### src/hw/ref_switch_pkg.sv
// Behaviour
// - word 0 bit 30 picks automatic or manual reference selection
// - manual mode: select pin 1 picks primary, 0 picks secondary
// - automatic mode prefers primary, uses secondary only while primary fails
// - reference changeover never produces a runt or truncated pulse
// - lock rises after the configured count of consecutive good cycles
// - out-of-lock on an edge outside the window or a frequency offset
// - window size and cycle count come from word 3 bits 2 to 5
// - window centred on reference edge, half width either side
// - digital lock drops on the first bad cycle
// - analog lock charges per good cycle, discharges after lock loss
// - digital or analog indication selectable, both show lock high
// - five pairs, differential or single-ended, each single-ended output own enable/invert
// - after reset all five pairs are differential
// - every output may be put in a high-impedance disabled state
// - divider defaults to /16; word 1 bits 30/31 give shifted /4 or /8
// - shifted mode removes /16, switches pairs, shifted signal lags
// - single-ended disabled-driven-low and inversion; with shift gives 270
// - shifted outputs align to reference when divider drives feedback
// - every word is writable through the 3-wire serial port; serial bits 1:0 pick the word, so its bits 1:0 hold the address
// - reference below minimum rate forces reference status low
// - feedback below minimum rate forces oscillator status and lock low
// - word 3 bits 4 and 5 set the lock count, not the unlock decision
`default_nettype none
package ref_switch_pkg;
  // ==========================================================
  // register map
  localparam logic [4:0] ADDR_WORD0 = 5'h00;
  localparam logic [4:0] ADDR_WORD3 = 5'h0c;
  localparam logic [4:0] ADDR_STATUS = 5'h10;
  localparam logic [1:0] RESP_OKAY = 2'h0;
  localparam logic [1:0] RESP_SLVERR = 2'h2;
  // ==========================================================
  // field positions
  localparam int AUTO_BIT = 30;
  localparam int MUX_LSB = 0;
  localparam int EN_LSB = 0;
  localparam int INV_LSB = 10;
  localparam int SE_LSB = 20;
  localparam int ANALOG_BIT = 29;
  localparam int DIV4_BIT = 30;
  localparam int DIV8_BIT = 31;
  localparam int LOWDRV_LSB = 0;
  localparam int WIN_LSB = 2;
  localparam int CNT_LSB = 4;
  localparam int SLIP_BIT = 6;
  // ==========================================================
  // reset values
  localparam logic [31:0] WORD0_RST = 32'h0000_0000;
  localparam logic [31:0] WORD1_RST = 32'h0000_03ff;
  localparam logic [31:0] WORD2_RST = 32'h0000_0002;
  localparam logic [31:0] WORD3_RST = 32'h0000_0003;
  // ==========================================================
  // timing
  localparam int CLK_HZ = 50_000_000;
  localparam int CLK_PS = 1_000_000_000 / (CLK_HZ / 1000);
  localparam int MIN_FREQ_HZ = 2_000_000;
  localparam logic [7:0] ACT_TIMEOUT = 8'(CLK_HZ / MIN_FREQ_HZ);
  localparam int WIN0_PS = 3500;
  localparam int WIN1_PS = 8500;
  localparam int WIN2_PS = 18500;
  localparam int H0 = WIN0_PS / 2 / CLK_PS;
  localparam int H1 = WIN1_PS / 2 / CLK_PS;
  localparam int H2 = WIN2_PS / 2 / CLK_PS;
  localparam logic [7:0] HALF0 = 8'((H0 < 1) ? 1 : H0);
  localparam logic [7:0] HALF1 = 8'((H1 < 1) ? 1 : H1);
  localparam logic [7:0] HALF2 = 8'((H2 < 1) ? 1 : H2);
  localparam logic [8:0] LOCK_CNT0 = 9'h002;
  localparam logic [8:0] LOCK_CNT1 = 9'h010;
  localparam logic [8:0] LOCK_CNT2 = 9'h040;
  localparam logic [8:0] LOCK_CNT3 = 9'h100;
  localparam logic [7:0] ANA_STEP = 8'h08;
  localparam logic [7:0] ANA_THR = 8'hc0;
endpackage
`default_nettype wire

### src/hw/ref_switch_lock_detect_outsel.sv
// Local design decisions: the placing of the registers and register access over AXI4-Lite.
`timescale 1ns/1ns
`default_nettype none
module ref_switch_lock_detect_outsel #(
  parameter int PAIRS = 5
) (
  // clock, reset, enable
  input wire logic aclk,
  input wire logic aresetn,
  input wire logic ce,
  // axi4-lite slave
  input wire logic [4:0] s_axi_awaddr,
  input wire logic s_axi_awvalid,
  output logic s_axi_awready,
  input wire logic [31:0] s_axi_wdata,
  input wire logic [3:0] s_axi_wstrb,
  input wire logic s_axi_wvalid,
  output logic s_axi_wready,
  output logic [1:0] s_axi_bresp,
  output logic s_axi_bvalid,
  input wire logic s_axi_bready,
  input wire logic [4:0] s_axi_araddr,
  input wire logic s_axi_arvalid,
  output logic s_axi_arready,
  output logic [31:0] s_axi_rdata,
  output logic [1:0] s_axi_rresp,
  output logic s_axi_rvalid,
  input wire logic s_axi_rready,
  // serial configuration port
  input wire logic ctrl_clk,
  input wire logic ctrl_data,
  input wire logic ctrl_le,
  // reference and feedback clocks
  input wire logic primary_ref_clock,
  input wire logic secondary_ref_clock,
  input wire logic ref_select_pin,
  input wire logic feedback_osc_input,
  // status
  output logic selected_ref,
  output logic pll_lock,
  output logic ref_status,
  output logic active_ref_indicator,
  output logic osc_valid_status,
  // clock outputs
  output logic [PAIRS-1:0] y_a,
  output logic [PAIRS-1:0] y_b,
  output logic [PAIRS-1:0] y_a_oe,
  output logic [PAIRS-1:0] y_b_oe
);
  // ==========================================================
  // configuration words
  logic [31:0] word [4];
  logic [31:0] shift_sr;
  logic ctrl_clk_d, ctrl_le_d;
  logic aw_full, w_full, do_write, addr_ok;
  logic [4:0] aw_addr;
  logic [31:0] w_data;
  logic [3:0] w_strb;
  logic [31:0] status;

  // serial port edge history
  always_ff @(posedge aclk) begin
    if (!aresetn) begin
      ctrl_clk_d <= 1'b0;
      ctrl_le_d <= 1'b0;
      shift_sr <= 32'h0000_0000;
    end else if (ce) begin
      ctrl_clk_d <= ctrl_clk;
      ctrl_le_d <= ctrl_le;
      if (ctrl_clk && !ctrl_clk_d) begin
        shift_sr <= {shift_sr[30:0], ctrl_data};
      end
    end
  end

  assign addr_ok = (aw_addr <= ref_switch_pkg::ADDR_WORD3);
  assign do_write = aw_full && w_full && !s_axi_bvalid;

  // word store: serial latch wins over a bus write in the same cycle
  always_ff @(posedge aclk) begin
    if (!aresetn) begin
      word[0] <= ref_switch_pkg::WORD0_RST;
      word[1] <= ref_switch_pkg::WORD1_RST;
      word[2] <= ref_switch_pkg::WORD2_RST;
      word[3] <= ref_switch_pkg::WORD3_RST;
    end else if (ce) begin
      if (ctrl_le && !ctrl_le_d) begin
        word[shift_sr[1:0]] <= shift_sr;
      end else if (do_write && addr_ok) begin
        for (int b = 0; b < 4; b++) begin
          if (w_strb[b]) begin
            word[aw_addr[3:2]][8*b +: 8] <= w_data[8*b +: 8];
          end
        end
      end
    end
  end

  // ==========================================================
  // axi4-lite write channel
  assign s_axi_awready = !aw_full;
  assign s_axi_wready = !w_full;

  always_ff @(posedge aclk) begin
    if (!aresetn) begin
      aw_full <= 1'b0;
      w_full <= 1'b0;
      aw_addr <= 5'h00;
      w_data <= 32'h0000_0000;
      w_strb <= 4'h0;
      s_axi_bvalid <= 1'b0;
      s_axi_bresp <= ref_switch_pkg::RESP_OKAY;
    end else if (ce) begin
      if (s_axi_awvalid && !aw_full) begin
        aw_full <= 1'b1;
        aw_addr <= s_axi_awaddr;
      end
      if (s_axi_wvalid && !w_full) begin
        w_full <= 1'b1;
        w_data <= s_axi_wdata;
        w_strb <= s_axi_wstrb;
      end
      if (do_write) begin
        aw_full <= 1'b0;
        w_full <= 1'b0;
        s_axi_bvalid <= 1'b1;
        s_axi_bresp <= addr_ok ? ref_switch_pkg::RESP_OKAY
                               : ref_switch_pkg::RESP_SLVERR;
      end else if (s_axi_bvalid && s_axi_bready) begin
        s_axi_bvalid <= 1'b0;
      end
    end
  end

  // ==========================================================
  // axi4-lite read channel
  assign s_axi_arready = !s_axi_rvalid;

  always_ff @(posedge aclk) begin
    if (!aresetn) begin
      s_axi_rvalid <= 1'b0;
      s_axi_rdata <= 32'h0000_0000;
      s_axi_rresp <= ref_switch_pkg::RESP_OKAY;
    end else if (ce) begin
      if (s_axi_arvalid && !s_axi_rvalid) begin
        s_axi_rvalid <= 1'b1;
        s_axi_rresp <= ref_switch_pkg::RESP_OKAY;
        if (s_axi_araddr <= ref_switch_pkg::ADDR_WORD3) begin
          s_axi_rdata <= word[s_axi_araddr[3:2]];
        end else if (s_axi_araddr == ref_switch_pkg::ADDR_STATUS) begin
          s_axi_rdata <= status;
        end else begin
          s_axi_rdata <= 32'h0000_0000;
          s_axi_rresp <= ref_switch_pkg::RESP_SLVERR;
        end
      end else if (s_axi_rvalid && s_axi_rready) begin
        s_axi_rvalid <= 1'b0;
      end
    end
  end

  // ==========================================================
  // input sampling and activity monitors
  logic [2:0] src_in, src_q, src_d, src_rise, act_ok;
  logic [7:0] act_cnt [3];
  assign src_in = {feedback_osc_input, secondary_ref_clock,
                   primary_ref_clock};
  assign src_rise = src_q & ~src_d;

  always_ff @(posedge aclk) begin
    if (!aresetn) begin
      src_q <= 3'h0;
      src_d <= 3'h0;
    end else if (ce) begin
      src_q <= src_in;
      src_d <= src_q;
    end
  end

  // a source is alive while its rising edges come faster than the floor
  for (genvar g = 0; g < 3; g++) begin : g_act
    always_ff @(posedge aclk) begin
      if (!aresetn) begin
        act_cnt[g] <= ref_switch_pkg::ACT_TIMEOUT;
      end else if (ce) begin
        if (src_rise[g]) begin
          act_cnt[g] <= 8'h00;
        end else if (act_cnt[g] < ref_switch_pkg::ACT_TIMEOUT) begin
          act_cnt[g] <= act_cnt[g] + 8'h01;
        end
      end
    end
    assign act_ok[g] = act_cnt[g] < ref_switch_pkg::ACT_TIMEOUT;
  end

  // ==========================================================
  // reference selection
  logic want_pri, cur_pri, cur_lvl, new_lvl, cur_ok, sel_d, ref_rise;
  assign want_pri = word[0][ref_switch_pkg::AUTO_BIT]
                  ? act_ok[0]
                  : ref_select_pin;
  assign cur_lvl = cur_pri ? src_q[0] : src_q[1];
  assign new_lvl = cur_pri ? src_q[1] : src_q[0];
  assign cur_ok = cur_pri ? act_ok[0] : act_ok[1];

  // change over only while the incoming clock is low and the outgoing
  // one is low or dead, so the merged clock never shows a runt
  always_ff @(posedge aclk) begin
    if (!aresetn) begin
      cur_pri <= 1'b1;
      selected_ref <= 1'b0;
      sel_d <= 1'b0;
    end else if (ce) begin
      if (want_pri != cur_pri && !new_lvl && (!cur_lvl || !cur_ok)) begin
        cur_pri <= want_pri;
        selected_ref <= 1'b0;
      end else begin
        selected_ref <= cur_lvl;
      end
      sel_d <= selected_ref;
    end
  end
  assign ref_rise = selected_ref && !sel_d;

  // reference status follows the monitor of the reference in use, oscillator status the feedback monitor
  always_ff @(posedge aclk) begin
    if (!aresetn) begin
      ref_status <= 1'b0;
      active_ref_indicator <= 1'b1;
      osc_valid_status <= 1'b0;
    end else if (ce) begin
      ref_status <= cur_pri ? act_ok[0] : act_ok[1];
      active_ref_indicator <= cur_pri;
      osc_valid_status <= act_ok[2];
    end
  end

  // ==========================================================
  // lock detection at the phase_freq_detector
  logic fb_rise, hit, phase_ok, offset, cycle_ok, dig_lock, ana_lock;
  logic [7:0] since_ref, since_fb, half;
  logic [1:0] fb_n, win_sel, cnt_sel;
  logic [8:0] good_cnt, need;
  logic [7:0] charge;
  logic discharging;
  assign fb_rise = src_rise[2];
  assign win_sel = word[3][ref_switch_pkg::WIN_LSB +: 2];
  assign cnt_sel = word[3][ref_switch_pkg::CNT_LSB +: 2];

  always_comb begin
    unique case (win_sel)
      2'b00: half = ref_switch_pkg::HALF0;
      2'b01: half = ref_switch_pkg::HALF1;
      2'b10: half = ref_switch_pkg::HALF2;
      2'b11: half = 8'hff;
    endcase
    unique case (cnt_sel)
      2'b00: need = ref_switch_pkg::LOCK_CNT0;
      2'b01: need = ref_switch_pkg::LOCK_CNT1;
      2'b10: need = ref_switch_pkg::LOCK_CNT2;
      2'b11: need = ref_switch_pkg::LOCK_CNT3;
    endcase
  end

  // a cycle passes if a feedback edge lies within half a window of the
  // reference edge, early or late, and, with word 3 bit 6 set, exactly one arrived per cycle
  assign phase_ok = hit || fb_rise || (since_fb <= half);
  assign offset = word[3][ref_switch_pkg::SLIP_BIT] && (fb_n != 2'd1);
  assign cycle_ok = phase_ok && !offset;

  always_ff @(posedge aclk) begin
    if (!aresetn) begin
      since_ref <= 8'hff;
      since_fb <= 8'hff;
      hit <= 1'b0;
      fb_n <= 2'd0;
    end else if (ce) begin
      if (ref_rise) begin
        since_ref <= 8'h00;
        hit <= fb_rise;
        fb_n <= fb_rise ? 2'd1 : 2'd0;
      end else begin
        if (since_ref != 8'hff) begin
          since_ref <= since_ref + 8'h01;
        end
        if (fb_rise) begin
          hit <= hit || (since_ref < half);
          fb_n <= (fb_n == 2'd3) ? 2'd3 : fb_n + 2'd1;
        end
      end
      if (fb_rise) begin
        since_fb <= 8'h00;
      end else if (since_fb != 8'hff) begin
        since_fb <= since_fb + 8'h01;
      end
    end
  end

  // digital lock: consecutive good cycles set it, one bad cycle clears it
  always_ff @(posedge aclk) begin
    if (!aresetn) begin
      good_cnt <= 9'h000;
      dig_lock <= 1'b0;
    end else if (ce) begin
      if (!act_ok[2]) begin
        good_cnt <= 9'h000;
        dig_lock <= 1'b0;
      end else if (ref_rise) begin
        if (!cycle_ok) begin
          good_cnt <= 9'h000;
          dig_lock <= 1'b0;
        end else if (good_cnt + 9'h001 >= need) begin
          dig_lock <= 1'b1;
        end else begin
          good_cnt <= good_cnt + 9'h001;
        end
      end
    end
  end

  // analog lock: charge pot filled per good cycle, bled after a bad one
  always_ff @(posedge aclk) begin
    if (!aresetn) begin
      charge <= 8'h00;
      discharging <= 1'b0;
    end else if (ce) begin
      if (!act_ok[2]) begin
        charge <= 8'h00;
        discharging <= 1'b1;
      end else if (ref_rise && cycle_ok) begin
        discharging <= 1'b0;
        charge <= (charge > 8'hff - ref_switch_pkg::ANA_STEP) ? 8'hff
                : charge + ref_switch_pkg::ANA_STEP;
      end else if (ref_rise) begin
        discharging <= 1'b1;
      end else if (discharging && charge != 8'h00) begin
        charge <= charge - 8'h01;
      end
    end
  end
  assign ana_lock = charge >= ref_switch_pkg::ANA_THR;

  always_ff @(posedge aclk) begin
    if (!aresetn) begin
      pll_lock <= 1'b0;
    end else if (ce) begin
      pll_lock <= act_ok[2] && (word[1][ref_switch_pkg::ANALOG_BIT]
                 ? ana_lock : dig_lock);
    end
  end

  assign status = {16'h0000, charge, 1'b0, dig_lock, ana_lock, pll_lock,
                   act_ok[2], act_ok[1], act_ok[0], cur_pri};

  // ==========================================================
  // sixteen_stage_divider and output stage
  logic [3:0] p16_cnt;
  logic p16_out, div4_on, div8_on;
  assign div4_on = word[1][ref_switch_pkg::DIV4_BIT];
  assign div8_on = word[1][ref_switch_pkg::DIV8_BIT];

  always_ff @(posedge aclk) begin
    if (!aresetn) begin
      p16_cnt <= 4'h0;
    end else if (ce && fb_rise) begin
      p16_cnt <= p16_cnt + 4'h1;
    end
  end

  // quarter-period lagging taps replace the /16 tap in shifted mode
  always_comb begin
    if (div8_on) begin
      p16_out = ~(p16_cnt[2] ^ p16_cnt[1]);
    end else if (div4_on) begin
      p16_out = ~(p16_cnt[1] ^ p16_cnt[0]);
    end else begin
      p16_out = p16_cnt[3];
    end
  end

  // per pair output_source_mux, enable, inversion and pairing
  for (genvar p = 0; p < PAIRS; p++) begin : g_pair
    logic src, se, en_a, en_b, inv_a, inv_b, ld_a, ld_b;
    assign src = word[0][ref_switch_pkg::MUX_LSB + p]
               ? p16_out : src_q[2];
    assign se = word[1][ref_switch_pkg::SE_LSB + p];
    assign en_a = word[1][ref_switch_pkg::EN_LSB + 2*p];
    assign en_b = word[1][ref_switch_pkg::EN_LSB + 2*p + 1];
    assign inv_a = word[1][ref_switch_pkg::INV_LSB + 2*p];
    assign inv_b = word[1][ref_switch_pkg::INV_LSB + 2*p + 1];
    assign ld_a = word[2][ref_switch_pkg::LOWDRV_LSB + 2*p];
    assign ld_b = word[2][ref_switch_pkg::LOWDRV_LSB + 2*p + 1];
    always_ff @(posedge aclk) begin
      if (!aresetn) begin
        y_a[p] <= 1'b0;
        y_b[p] <= 1'b0;
        y_a_oe[p] <= 1'b0;
        y_b_oe[p] <= 1'b0;
      end else if (ce) begin
        if (se) begin
          y_a[p] <= en_a && (src ^ inv_a);
          y_b[p] <= en_b && (src ^ inv_b);
          y_a_oe[p] <= en_a || ld_a;
          y_b_oe[p] <= en_b || ld_b;
        end else begin
          y_a[p] <= en_a && src;
          y_b[p] <= en_a && !src;
          y_a_oe[p] <= en_a;
          y_b_oe[p] <= en_a;
        end
      end
    end
  end
endmodule
`default_nettype wire

### config.mk
export PLATFORM = sky130hd
export DESIGN_NAME = ref_switch_lock_detect_outsel
export DESIGN_NICKNAME = d
export VERILOG_FILES = /design/src/hw/ref_switch_pkg.sv /design/src/hw/ref_switch_lock_detect_outsel.sv
export SDC_FILE = /design/constraint.sdc
export NUM_CORES = 1
export LEC_CHECK = 0
export BUFFER_PORTS_ARGS = -buffer_cell sky130_fd_sc_hd__buf_2
export CAP_MARGIN = 5
export CORE_AREA = 2 2 134 266
export DETAILED_ROUTE_END_ITERATION = 8
export DIE_AREA = 0 0 136 268
export PLACE_DENSITY = 0.63
export SYNTH_ARGS = -nofsm -noshare
export SYNTH_HDL_FRONTEND = slang
export SYNTH_SLANG_ARGS = --single-unit
### constraint.sdc
create_clock -name aclk -period 4 [get_ports aclk]
set_clock_uncertainty 0.2 [all_clocks]
set_input_delay 0 -clock aclk [delete_from_list [all_inputs] [get_ports aclk]]
set_output_delay 0 -clock aclk [all_outputs]
set_load 0.02 [all_outputs]
Word-level counts from Yosys, hierarchy flattened
Memory sizes are Yosys's and may differ from the RTL's.
Index checks and enable logic that the tools add are counted.
Storage, ports and cells
  memories: 2
  word-level logic and storage cells: 354
  input bits: 61
  RAM bits: 152
  output and inout port bits: 66
  register bits after elaboration: 190
Operators by class
  magnitude comparators: 10
  muxes and demuxes: 142
  reduce and logical (&&, ||, !) cells: 99
  equal/unequal tests: 18
  bitwise operators: 22
  $add $sub $neg: 10
Memory list
  word: depth 4, bits a word 32, read ports 5, clocked after memory_dff 0, write ports 4, line ref_switch_lock_detect_outsel.sv:52  | logic [31:0] word [4];
  act_cnt: depth 3, bits a word 8, read ports 3, clocked after memory_dff 0, write ports 3, line ref_switch_lock_detect_outsel.sv:165  | logic [7:0] act_cnt [3];
Operator list (number)
  8-bit 2-to-1 mux: 15
  1-bit 2-to-1 mux: 108
  32-bit 2-to-1 mux: 3
  32-bit OR reduction: 2
  8-bit by 1-bit adder with 8-bit output (second input constant): 5
  1-bit logical AND: 39
  9-bit 2-to-1 mux: 4
  9-bit case mux with 4 select lines: 1
  2-bit AND reduction: 14
  8-bit by 5-bit less-than comparator with 1-bit output (second input constant): 3
  1-bit logical NOT: 16
  16-bit 2-to-1 mux: 1
  2-bit 2-to-1 mux: 8
  8-bit != test (second input constant): 2
  8-bit case mux with 2 select lines: 1
  1-bit logical OR: 14
  2-bit nonzero test: 7
  1-bit XOR: 12
  2-bit == test (second input constant): 5
  5-bit by 4-bit less-or-equal comparator with 1-bit output (second input constant): 2
  9-bit by 1-bit adder with 9-bit output (second input constant): 1
  9-bit >= comparator: 1
  3-bit AND reduction: 3
  8-bit by 4-bit adder with 8-bit output (second input constant): 1
  other kinds (22): 33

Logic depth before layout (Yosys ltp)
Gate-level depths: netlist of the first run.
  depth in word-level cells: 10
  depth in mapped cells: 12
  mapped depth without buffers: 11

Worst setup path before layout of the first run
Ideal clock, no wire load.
  path kind: reg-to-reg
  start: reg good_cnt[1]
  end: reg good_cnt[3]
  buffers on the path: 1
  required time: 3.668 ns
  setup slack: 1.329 ns
  cell stages (with the launch flop): 13
  setup time: 0.132 ns
  arrival time: 2.339 ns
  period minus slack after synthesis: 2.671 ns
  cell sequence: dfxtp_1 -> ha_1 -> inv_1 -> nor2_1 -> and3_1 -> xor2_1 -> ha_1 -> nand3_1 -> a2111oi_4 -> or2_1 -> buf_6 -> o311ai_1 -> a21oi_1
On the way
  longest elaborated chain between the ends: 5
  elaborated cells between the ends (all ways): 8
  those cells by class: add/sub: 1; order compare: 1; eq/ne: 1; mux: 4; reduce/logical: 1
RTL lines
  start, declared: line ref_switch_lock_detect_outsel.sv:243  | logic [8:0] good_cnt, need;
  start signal, assigned: line ref_switch_lock_detect_outsel.sv:315  | good_cnt <= good_cnt + 9'h001;
  9-bit by 1-bit adder with 9-bit output (*): line ref_switch_lock_detect_outsel.sv:312, ref_switch_lock_detect_outsel.sv:315
  branches (longest 4 deep; another with 9-bit >= comparator)
Mark *: on every way between the ends. The select of a mux whose other input is x is not followed.
A chain may end at the register's enable or synchronous reset.

==> flow_metrics.tcl, run 1 <==
set metrics [dict create \
    outcome "complete, no violations" \
    numCtsBuffers 30 \
    drive_gt1_share_pct 14.0 \
    place_congestion 1.01 \
    yosys_most_used_dff "sky130_fd_sc_hd__dfxtp_1" \
    ys_async_sr_fraction_pct 0 \
    coreArea_um2 34400 \
    clock-sinks 340 \
    critical_path.slowest_cell "sky130_fd_sc_hd__nor2_1" \
    grt_overflow_total 0 \
    dr_vias_cell 5.50 \
    detailedRoute.firstIterationViolations 724 \
    cp_slowest_stage_delay_ns 0.69 \
    synth_compound_area_share_pct 13.8 \
    port_buffers 124 \
    power-per-cell-area_nw_per_um2 426 \
    power.net_switching_mw 2.12 \
    cts.repair.resized 0 \
    synth.ff_latch_count 340 \
    maxSlewHeadroom_pct 31.1 \
    tns_ns 0 \
    synth.lib_cells_used.distinct 73 \
    post_place_worst_slack_ns 0.586 \
    rsz_0062_raised_after_global_routing "no" \
    grt_antenna_before_repair 1 \
    crit_type "reg2reg" \
    final_hold_viol_count 0 \
    design.die.area_um2 36400 \
    placed_area_um2 16400 \
    whs_ns 0.0367 \
    postCtsSetupRepairBufs 0 \
    routed_wl_um 44200 \
    grt_max_degree 90 \
    power.switching_fraction_pct 26.3 \
    synth_edf_count 152 \
    vias 12406 \
    peakVddDrop_v 0.000392 \
    die-width_um 136 \
    row_count 96 \
    grtUsageTotal_pct 24.5 \
    residual_drc 0 \
    largest_driver_fanout_on_the_critical_path 14 \
    clock_path_buffers 3 \
    synthToLayoutAreaGrowth_pct 24.4 \
    diodes 0 \
    ctsHoldBuffers 155 \
    worst-endpoint-arrival_ns 3.73 \
    synthesis.area_per_instance_um2 9.99 \
    synth.area.mux_share_pct 6.51 \
    sequential_group_share_of_total_power_pct 49.2 \
    ctsHtreeMaxLevel 1 \
    setup.worst_path.end_class "flop" \
    synth_simple_gate_area_share_pct 16.6 \
    total_leakage_power_nw 7.29 \
    synth_fa_ha_area_share_pct 2.62 \
    synth_top_family_by_area "simple AND/OR/NAND/NOR gates" \
    drtAntennaViolNets 0 \
    postLayoutSetupSlackWorst_ns 0.562 \
    number_of_max_cap_violations 0 \
    global_route_wire_length_before_repair_um 69200 \
    number_of_top_level_design_ports 127 \
    fmax_ghz 0.291 \
    post_route_cell_area_um2 19000 \
    pins_over_their_slew_limit 0 \
    synth_warnings 0 \
    layout.nets 1884 \
    min_path_type "in2reg" \
    die-height_um 268 \
    p_clk_share_pct 37.7 \
    synth-seq-area-share_pct 54.6 \
    cellInternalPower_mw 5.96 \
    worst-slew-pin-transition_ns 1.02 \
    fillerInstances 3135 \
    dr.pass1.iters 5 \
    setup-violations-final 0 \
    insertion_delay_ns 0.58 \
    post-route-period-util_pct 86.0 \
    final.min_clock_period_ns 3.44 \
    cts.clk_slew.worst_paths_ns 0.08 \
    netlist_area_um2 15300 \
    timing.critical_path.cells "nand2_1 -> ha_1 -> a211o_1 -> o211ai_1 -> a32oi_1 -> buf_4 -> nor2_1 -> o21ai_1 -> a311oi_1" \
    post_drt_wl_per_cell_um 19.6 \
    detailedPlacementHpwl_um 32300 \
    root_buffer "sky130_fd_sc_hd__clkbuf_16" \
    layout.core_utilization_pct 55.3 \
    worstPathRequired_ns 4.29 \
    grt_pass1_vias 12842 \
    critPathLaunchType "flop" \
    netlist_instances 1528 \
    synthXorXnorAreaFrac_pct 2.12 \
    starting_density_of_the_core_pct 44.4 \
    cts_tree "done" \
    power_frac_comb_pct 13.1 \
]
[area by class of cell]
cell class                      count  area (um2)  area share, %
Sequential cell                   340        8330           43.9
Multi-Input combinational cell   1051        6410           33.8
Timing Repair Buffer              309        2420           12.8
Clock buffer                       39         868           4.57
Tap cell                          441         552           2.91
Inverter                           59         224           1.18
Clock inverter                     17         174          0.916
[worst paths after layout]
kind / from / endpoint / slack [ns] / depth (start not counted)
hold / removal: s_axi_awaddr[2] / aw_addr[2] / 0.04 / 4
setup reg to reg: word[3][2] / good_cnt[0] / 0.56 / 9
setup / recovery: word[3][2] / good_cnt[0] / 0.56 / 9
hold reg to reg: s_axi_rdata[15] / s_axi_rdata[15] / 0.25 / 2
[worst max-delay path, delay by kind of cell (launching register included)]
| family | cells | cell delay (ns) |
|---|---|---|
| AO/OA/AOI/OAI | 5 | 1.07 |
| adder cells (fa/ha/maj) | 1 | 0.36 |
| buffers and inverters | 1 | 0.22 |
| flip-flops | 1 | 0.40 |
| AND/OR/NAND/NOR | 2 | 1.12 |
[cell families after synthesis]
kind of cell / count (synthesis)
AOI/OAI and AO/OA: 333
DFF: 340
adders and majority gates: 32
other: 1
muxes: 59
and+or+nand+nor: 579
xor gates and xnor gates: 37
buffers and inverters: 147
[placed cells by master, fill, tap and decap left out, types with 10 or more instances in the layout]
cell                            count
sky130_fd_sc_hd__nand3_1           48
sky130_fd_sc_hd__edfxtp_1         152
sky130_fd_sc_hd__buf_4             28
sky130_fd_sc_hd__mux2i_1           25
sky130_fd_sc_hd__nand2_1          239
sky130_fd_sc_hd__dfxtp_1          188
sky130_fd_sc_hd__nand4_1           18
sky130_fd_sc_hd__xor2_1            20
sky130_fd_sc_hd__inv_1             58
sky130_fd_sc_hd__xnor2_1           17
sky130_fd_sc_hd__buf_2            124
sky130_fd_sc_hd__nor3_1            21
sky130_fd_sc_hd__ha_1              32
sky130_fd_sc_hd__conb_1            11
sky130_fd_sc_hd__nand2b_1          10
sky130_fd_sc_hd__clkbuf_16         32
sky130_fd_sc_hd__nor2b_1           11
sky130_fd_sc_hd__dlygate4sd3_1    155
sky130_fd_sc_hd__nor2_1           181
sky130_fd_sc_hd__a22oi_1           62
sky130_fd_sc_hd__a21oi_1          140
sky130_fd_sc_hd__mux4_2            32
sky130_fd_sc_hd__o21ai_0           46
[metal layers]
layer	vias up	GRT usage, %	routed length (um)
met1	5975	24.7	15600
met5	-	0	12
li1	5991	-	-
met4	2	13.4	2540
met3	112	2.57	1630
met2	326	47.9	24500
[power groups by stage]
stage	combinational [mW]	clock [mW]	sequential (mW)
5_1_grt	1.18	3.21	4.00
4_1_cts	1.05	3.09	3.97
3_5_place_dp	0.942	0	4.05
6_report	1.06	3.05	3.98
3_3_place_gp	0.921	0	4.05
2_1_floorplan	0.656	0	4.02
[synth_stat cells (all sizes together), types with 22 or more instances]
cell    number  area (um2)
dfxtp      188        3760
ha          32         400
mux2i       25         250
nor3        22         110
nor2       182         683
mux4        32         721
inv         59         221
a21oi      140         701
a22oi       62         465
o21ai       54         270
nand3       48         240
edfxtp     152        4560
nand2      239         897
clkbuf      68         256
[per-stage QoR]
stage	power, mW	instances
global placement	4.97	2045
floorplan	4.67	1538
global route	8.38	2256
detailed placement	4.99	2045
finish	8.08	2256
CTS	8.12	2256
[registers in the layout, summed over array words and instances (netlist names), 8 cells and up]
register     cells
shift_sr        32
since_fb         8
act_cnt         24
charge           8
since_ref        8
w_data          32
s_axi_rdata     32
good_cnt         9
word           128
No activity file was read; power rests on OpenSTA's default activity.
==> run 2, diff against run 1 <==
--- a/config.mk
+++ b/config.mk
@@ -7,3 +7,3 @@
 export LEC_CHECK = 0
-export BUFFER_PORTS_ARGS = -buffer_cell sky130_fd_sc_hd__buf_2
+export BUFFER_PORTS_ARGS = -buffer_cell sky130_fd_sc_hd__clkbuf_2
 export CAP_MARGIN = 5
==> constraint.sdc (replaced) <==
create_clock -name aclk -period 4 [get_ports aclk]
set_clock_uncertainty 0.2 [all_clocks]
set_input_delay 0.2 -clock aclk [delete_from_list [all_inputs] [get_ports aclk]]
set_output_delay 0.2 -clock aclk [all_outputs]
set_load 0.02 [all_outputs]
==> flow_metrics.tcl, run 2 (same netlist as run 1, synthesis figures left out) <==
set metrics [dict create \
    outcome "complete, no violations" \
    hold_path.startpoint "ce" \
    post-route-period-util_pct 82.9 \
    routed_wl_um 42900 \
    hold-path-endpoint "y_a_oe[0]" \
    dr_vias_cell 5.54 \
    pins_over_their_slew_limit 0 \
    layout_commonest_cell "sky130_fd_sc_hd__nand2_1" \
    drive_gt1_share_pct 14.6 \
    grtUsageTotal_pct 23.8 \
    port_buffers 124 \
    worstPathRequired_ns 4.28 \
    grt_max_degree 79 \
    maxSlewHeadroom_pct 29.8 \
    die-height_um 268 \
    grt_antenna_before_repair 0 \
    largest_driver_fanout_on_the_critical_path 10 \
    ctsHtreeMaxLevel 1 \
    detailedRoute.firstIterationViolations 718 \
    cp_slowest_stage_delay_ns 0.59 \
    place_congestion 0.895 \
    drtAntennaViolNets 0 \
    min_path_type "in2reg" \
    crit_family "simple AND/OR/NAND/NOR gates" \
    grt_overflow_total 0 \
    setup-violations-final 0 \
    cts.repair.resized 0 \
    postCtsSetupRepairBufs 0 \
    fillerInstances 3200 \
    setup.worst_path.end_class "flop" \
    detailedPlacementHpwl_um 32400 \
    timing.critical_path.cells "ha_1 -> inv_1 -> nor2_1 -> and3_1 -> xor2_1 -> ha_1 -> nand3_1 -> a2111oi_4 -> nor2_1 -> a31oi_1 -> a311oi_1" \
    cts.clk_slew.worst_paths_ns 0.07 \
    worst-slew-pin-transition_ns 1.04 \
    total_leakage_power_nw 6.79 \
    clock-sinks 340 \
    layout.nets 1783 \
    insertion_delay_ns 0.56 \
    min_path_cells 3 \
    global_route_wire_length_before_repair_um 66900 \
    final.min_clock_period_ns 3.32 \
    r2r.worst_path.cells 11 \
    fmax_ghz 0.301 \
    total_area_of_sequential_cells_um2 8330 \
    worst-endpoint-arrival_ns 3.59 \
    crit_buf_inv 1 \
    vias 11923 \
    peakVddDrop_v 0.000337 \
    row_count 96 \
    root_buffer "sky130_fd_sc_hd__clkbuf_16" \
    number_of_max_cap_violations 0 \
    number_of_top_level_design_ports 127 \
    rsz_0062_raised_after_global_routing "no" \
    setup.reg_to_reg.worst_slack_ns 0.68 \
    critPathLaunchType "flop" \
    largest_register_ffs 128 \
    critical_path.slowest_cell "sky130_fd_sc_hd__nor2_1" \
    multiInputGateArea_um2 6410 \
    design.die.area_um2 36400 \
    tns_ns 0 \
    coreArea_um2 34400 \
    final_hold_viol_count 0 \
    r2r_start "good_cnt[0]" \
    cts_tree "done" \
    p_total_mw 7.82 \
    numCtsBuffers 29 \
    most_frequent_cells_in_the_layout "sky130_fd_sc_hd__nand2_1 (239), sky130_fd_sc_hd__dfxtp_1 (188), sky130_fd_sc_hd__nor2_1 (181), sky130_fd_sc_hd__edfxtp_1 (152), sky130_fd_sc_hd__a21oi_1 (140)" \
    crit_type "reg2reg" \
    synthToLayoutAreaGrowth_pct 17.1 \
    post_drt_wl_per_cell_um 19.9 \
    starting_density_of_the_core_pct 44.4 \
    power-per-cell-area_nw_per_um2 437 \
    rr_endpoint "good_cnt[0]" \
    registers.top_by_ff_count "word" \
    die-width_um 136 \
    dr.pass1.iters 6 \
    diodes 0 \
    clock_path_buffers 3 \
    grt_pass1_vias 12018 \
    residual_drc 0 \
]
run 2: cell count changes in the layout (fill, tap and decap cells not counted), moves of 3 or more:
cell                            change
sky130_fd_sc_hd__buf_2            -124
sky130_fd_sc_hd__clkbuf_2         +124
sky130_fd_sc_hd__dlygate4sd3_1     -99
sky130_fd_sc_hd__clkinv_2           +3
sky130_fd_sc_hd__clkinvlp_2         +3
run 2: worst max path at each step:
stage	end	depth (start not counted)	slack, ns	start
final	good_cnt[0]	11	0.68	good_cnt[0]
after global routing	good_cnt[0]	11	0.42	good_cnt[0]
after CTS	good_cnt[0]	11	0.66	good_cnt[0]
after detailed placement	good_cnt[0]	11	0.67	good_cnt[0]
after global placement	good_cnt[0]	11	0.74	good_cnt[0]
after floorplan	good_cnt[3]	12	1.33	good_cnt[1]
run 2: worst min-delay path, stage by stage:
cell	delay, ns
sky130_fd_sc_hd__clkbuf_2	0.14
sky130_fd_sc_hd__buf_4	0.28
sky130_fd_sc_hd__a21oi_1	0.16
run 2: power breakdown:
part / total (mW) / internal [mW] / switching, mW
combinational: 0.987 / 0.408 / 0.579
clock: 2.84 / 1.56 / 1.28
sequential: 3.99 / 3.81 / 0.179
run 2: cell type report:
class / count / area share, %
Sequential cell: 340 / 46.6
Multi-Input combinational cell: 1051 / 35.9
Clock buffer: 36 / 4.50
Clock inverter: 17 / 0.833
Timing Repair Buffer: 209 / 7.89
Tap cell: 441 / 3.09
Inverter: 59 / 1.25
run 2: routing by layer:
| metal | global-route usage, % | part of all wire (%) | vias up | wire length [um] |
|---|---|---|---|---|
| li1 | - | - | 5773 | - |
| met1 | 24.9 | 36 | 5744 | 15300 |
| met2 | 46.3 | 56 | 302 | 24000 |
| met3 | 2.11 | 3.5 | 104 | 1500 |
| met4 | 11.9 | 5.0 | 0 | 2130 |
| met5 | 0 | 0 | - | 0 |
run 2: stage by stage:
stage	utilization (%)	instance area (um2)	setup WS (ns)	hold WS, ns	cells
floorplan	-	15300	1.33	0.136	1538
finish	52.1	17900	0.682	0.0771	2153
detailed placement	47.7	16400	0.674	0.227	2044
CTS	52.1	17900	0.660	0.0635	2153
global placement	47.7	16400	0.744	0.228	2044
global route	52.1	17900	0.417	0.0960	2153
run 2: timing repair:
item	in CTS	in global routing
endpoints found under the hold margin	62	0
endpoints found under the setup margin	0	0
hold buffers	56	0
==> run 3, diff against run 2 <==
Settings changed: ABC_AREA from default to 1, CORE_AREA 2 2 134 266 to 2 2 134 267, DIE_AREA 0 0 136 268 to 0 0 136 269.
Clock period 4 ns to 3.25 ns, I/O delays scaled along.
==> flow_metrics.tcl, run 3 <==
set metrics [dict create \
    outcome "complete, no violations" \
    setup.reg_to_reg.worst_slack_ns 0.39 \
    synth.lib_cells_used.distinct 47 \
    netlist_top_cells_count "sky130_fd_sc_hd__nor2_1 (378), sky130_fd_sc_hd__nand2_1 (257), sky130_fd_sc_hd__o21ai_0 (218)" \
    fillerInstances 3298 \
    layout_commonest_cell "sky130_fd_sc_hd__nor2_1" \
    residual_drc 0 \
    drive_gt1_share_pct 12.1 \
    number_of_max_cap_violations 0 \
    registers.top_by_ff_count "word" \
    die-width_um 136 \
    power-per-cell-area_nw_per_um2 547 \
    cts.repair.resized 0 \
    cts.clk_slew.worst_paths_ns 0.07 \
    coreArea_um2 34700 \
    total_leakage_power_nw 7.75 \
    worst-endpoint-arrival_ns 3.18 \
    critPathLaunchType "flop" \
    p_clk_share_pct 38.2 \
    synth_top_area_share_pct 29.6 \
    synth_top_family_by_area "simple AND/OR/NAND/NOR gates" \
    yosysTopAreaCell "sky130_fd_sc_hd__edfxtp_1" \
    synth.area.mux_share_pct 0 \
    cellInternalPower_mw 7.37 \
    largest_driver_fanout_on_the_critical_path 14 \
    cts_tree "done" \
    r2r.worst_path.cells 12 \
    multiInputGateArea_um2 6190 \
    port_buffers 124 \
    setup.worst_path.end_class "flop" \
    place_congestion 0.886 \
    dr_vias_cell 5.16 \
    final.min_clock_period_ns 2.86 \
    most_frequent_cells_in_the_layout "sky130_fd_sc_hd__nor2_1 (377), sky130_fd_sc_hd__nand2_1 (257), sky130_fd_sc_hd__o21ai_0 (218), sky130_fd_sc_hd__dfxtp_1 (188), sky130_fd_sc_hd__inv_1 (164)" \
    post_drt_wl_per_cell_um 16.1 \
    grt_overflow_total 0 \
    total_area_of_sequential_cells_um2 8330 \
    synthXorXnorAreaFrac_pct 1.25 \
    r2r_start "word[3][2]" \
    yosys.cell_count.top_type "sky130_fd_sc_hd__nor2_1" \
    setup-violations-final 0 \
    insertion_delay_ns 0.58 \
    synth.area.top_cells "sky130_fd_sc_hd__edfxtp_1 (30%), sky130_fd_sc_hd__dfxtp_1 (24%), sky130_fd_sc_hd__nor2_1 (9.2%)" \
    synthToLayoutAreaGrowth_pct 18.6 \
    number_of_top_level_design_ports 127 \
    rsz_0062_raised_after_global_routing "no" \
    drtAntennaViolNets 0 \
    starting_density_of_the_core_pct 44.5 \
    clock-sinks 340 \
    final_hold_viol_count 0 \
    hold-path-endpoint "s_axi_rvalid" \
    pins_over_their_slew_limit 0 \
    post-route-period-util_pct 88.1 \
    whs_ns 0.0994 \
    sequential_group_share_of_total_power_pct 49.2 \
    grtUsageTotal_pct 21.9 \
    maxSlewHeadroom_pct 28.4 \
    layout.nets 2107 \
    netlist_area_um2 15400 \
    ys_async_sr_fraction_pct 0 \
    worstPathRequired_ns 3.57 \
    vias 12818 \
    synth.ff_latch_count 340 \
    design.die.area_um2 36600 \
    rr_endpoint "good_cnt[0]" \
    fmax_ghz 0.349 \
    power_frac_comb_pct 12.6 \
    detailedPlacementHpwl_um 28100 \
    clock_path_buffers 3 \
    min_path_cells 3 \
    grt_max_degree 81 \
    synth_simple_gate_area_share_pct 20.5 \
    ctsHtreeMaxLevel 1 \
    worst-slew-pin-transition_ns 1.07 \
    diodes 0 \
    synth-seq-area-share_pct 53.9 \
    synth_compound_area_share_pct 15.4 \
    synth_warnings 0 \
    routed_wl_um 39900 \
    dr.pass1.iters 5 \
    peakVddDrop_v 0.000481 \
    row_count 97 \
    root_buffer "sky130_fd_sc_hd__clkbuf_16" \
    synth_fa_ha_area_share_pct 2.59 \
    hold_path.startpoint "s_axi_arvalid" \
    synth_edf_count 152 \
    synthesis.area_per_instance_um2 8.43 \
    p_total_mw 10.0 \
    largest_register_ffs 128 \
    netlist_instances 1832 \
    yosys_most_used_dff "sky130_fd_sc_hd__dfxtp_1" \
    die-height_um 269 \
    detailedRoute.firstIterationViolations 789 \
    numCtsBuffers 31 \
    grt_pass1_vias 12032 \
    tns_ns 0 \
    power.switching_fraction_pct 26.5 \
    min_path_type "in2reg" \
    crit_type "reg2reg" \
    global_route_wire_length_before_repair_um 63700 \
    grt_antenna_before_repair 0 \
    power.net_switching_mw 2.66 \
]
-- run 3: cell count changes in the layout (fill, tap and decap cells not counted), sizes merged, moves of 28 or more --
| cell | previous run | this run |
|---|---|---|
| a21oi | 140 | 101 |
| nand3 | 48 | 76 |
| o21ai | 54 | 223 |
| mux4 | 32 | 0 |
| inv | 59 | 174 |
| nor2 | 182 | 384 |
-- run 3: timing repair --
item	in CTS	in global routing
buffers inserted	0	0
hold buffers	68	0
hold endpoints to repair	71	0
-- run 3: kinds of logic (layout without fill, tap and decap cells) --
kind of cell | Yosys count | in the layout
other | 1 | 11
flip-flops | 340 | 340
AND/OR/NAND/NOR | 763 | 763
buffers and inverters | 253 | 450
adder cells (fa/ha/maj) | 32 | 32
XOR/XNOR | 22 | 22
AO/OA/AOI/OAI | 421 | 421
-- run 3: metrics by stage --
| step | utilization [%] | instances | cell area [um2] | setup WS (ns) |
|---|---|---|---|---|
| CTS | 52.8 | 2484 | 18300 | 0.396 |
| floorplan | - | 1842 | 15500 | 0.787 |
| global placement | 47.7 | 2358 | 16600 | 0.491 |
| global route | 52.8 | 2484 | 18300 | 0.131 |
| finish | 52.8 | 2484 | 18300 | 0.387 |
| detailed placement | 47.7 | 2358 | 16600 | 0.416 |
-- run 3: cell type report --
cell class / instances / share of cell area [%]
Multi-Input combinational cell: 1249 / 33.8
Tap cell: 445 / 3.04
Timing Repair Buffer: 221 / 8.31
Inverter: 171 / 3.53
Clock buffer: 35 / 4.54
Sequential cell: 340 / 45.5
Clock inverter: 23 / 1.28
-- run 3: worst max-delay path, cell delays in order, from the launching register on --
cell                       delay (ns)
sky130_fd_sc_hd__edfxtp_1        0.36
sky130_fd_sc_hd__nand2_1         0.36
sky130_fd_sc_hd__ha_1            0.47
sky130_fd_sc_hd__nand2_1         0.07
sky130_fd_sc_hd__nor2_1          0.15
sky130_fd_sc_hd__nand4_1         0.10
sky130_fd_sc_hd__nand3_1         0.18
sky130_fd_sc_hd__nand2_1         0.09
sky130_fd_sc_hd__nor2_1          0.45
sky130_fd_sc_hd__nand3_1         0.14
sky130_fd_sc_hd__nand2_1         0.08
sky130_fd_sc_hd__nand2_1         0.04
sky130_fd_sc_hd__nor2_1          0.11
-- run 3: how the worst max path moves through the flow --
stage	from	end	slack (ns)	depth (start not counted)
global route	word[3][2]	charge[2]	0.13	12
CTS	word[3][2]	good_cnt[0]	0.40	12
floorplan	s_axi_bvalid	word[1][0]	0.79	9
finish	word[3][2]	good_cnt[0]	0.39	12
detailed placement	word[3][2]	good_cnt[0]	0.42	12
global placement	word[3][2]	good_cnt[0]	0.49	12
-- run 3: power by group through the flow --
stage / combinational (mW) / sequential [mW] / clock, mW
floorplan: 0.834 / 4.99 / 0
global placement: 1.17 / 5.02 / 0
detailed placement: 1.19 / 5.02 / 0
CTS: 1.26 / 4.93 / 3.90
global route: 1.44 / 4.96 / 4.09
finish: 1.26 / 4.93 / 3.83
-- run 3: per-layer routing --
metal	share of wire, %	track usage, %	vias up	routed length (um)
met5	0	0	-	0
met4	2.2	6.08	0	876
met3	5.0	2.33	42	2000
met2	48	36.8	349	19100
met1	45	29.9	5921	17900
li1	-	-	6506	-
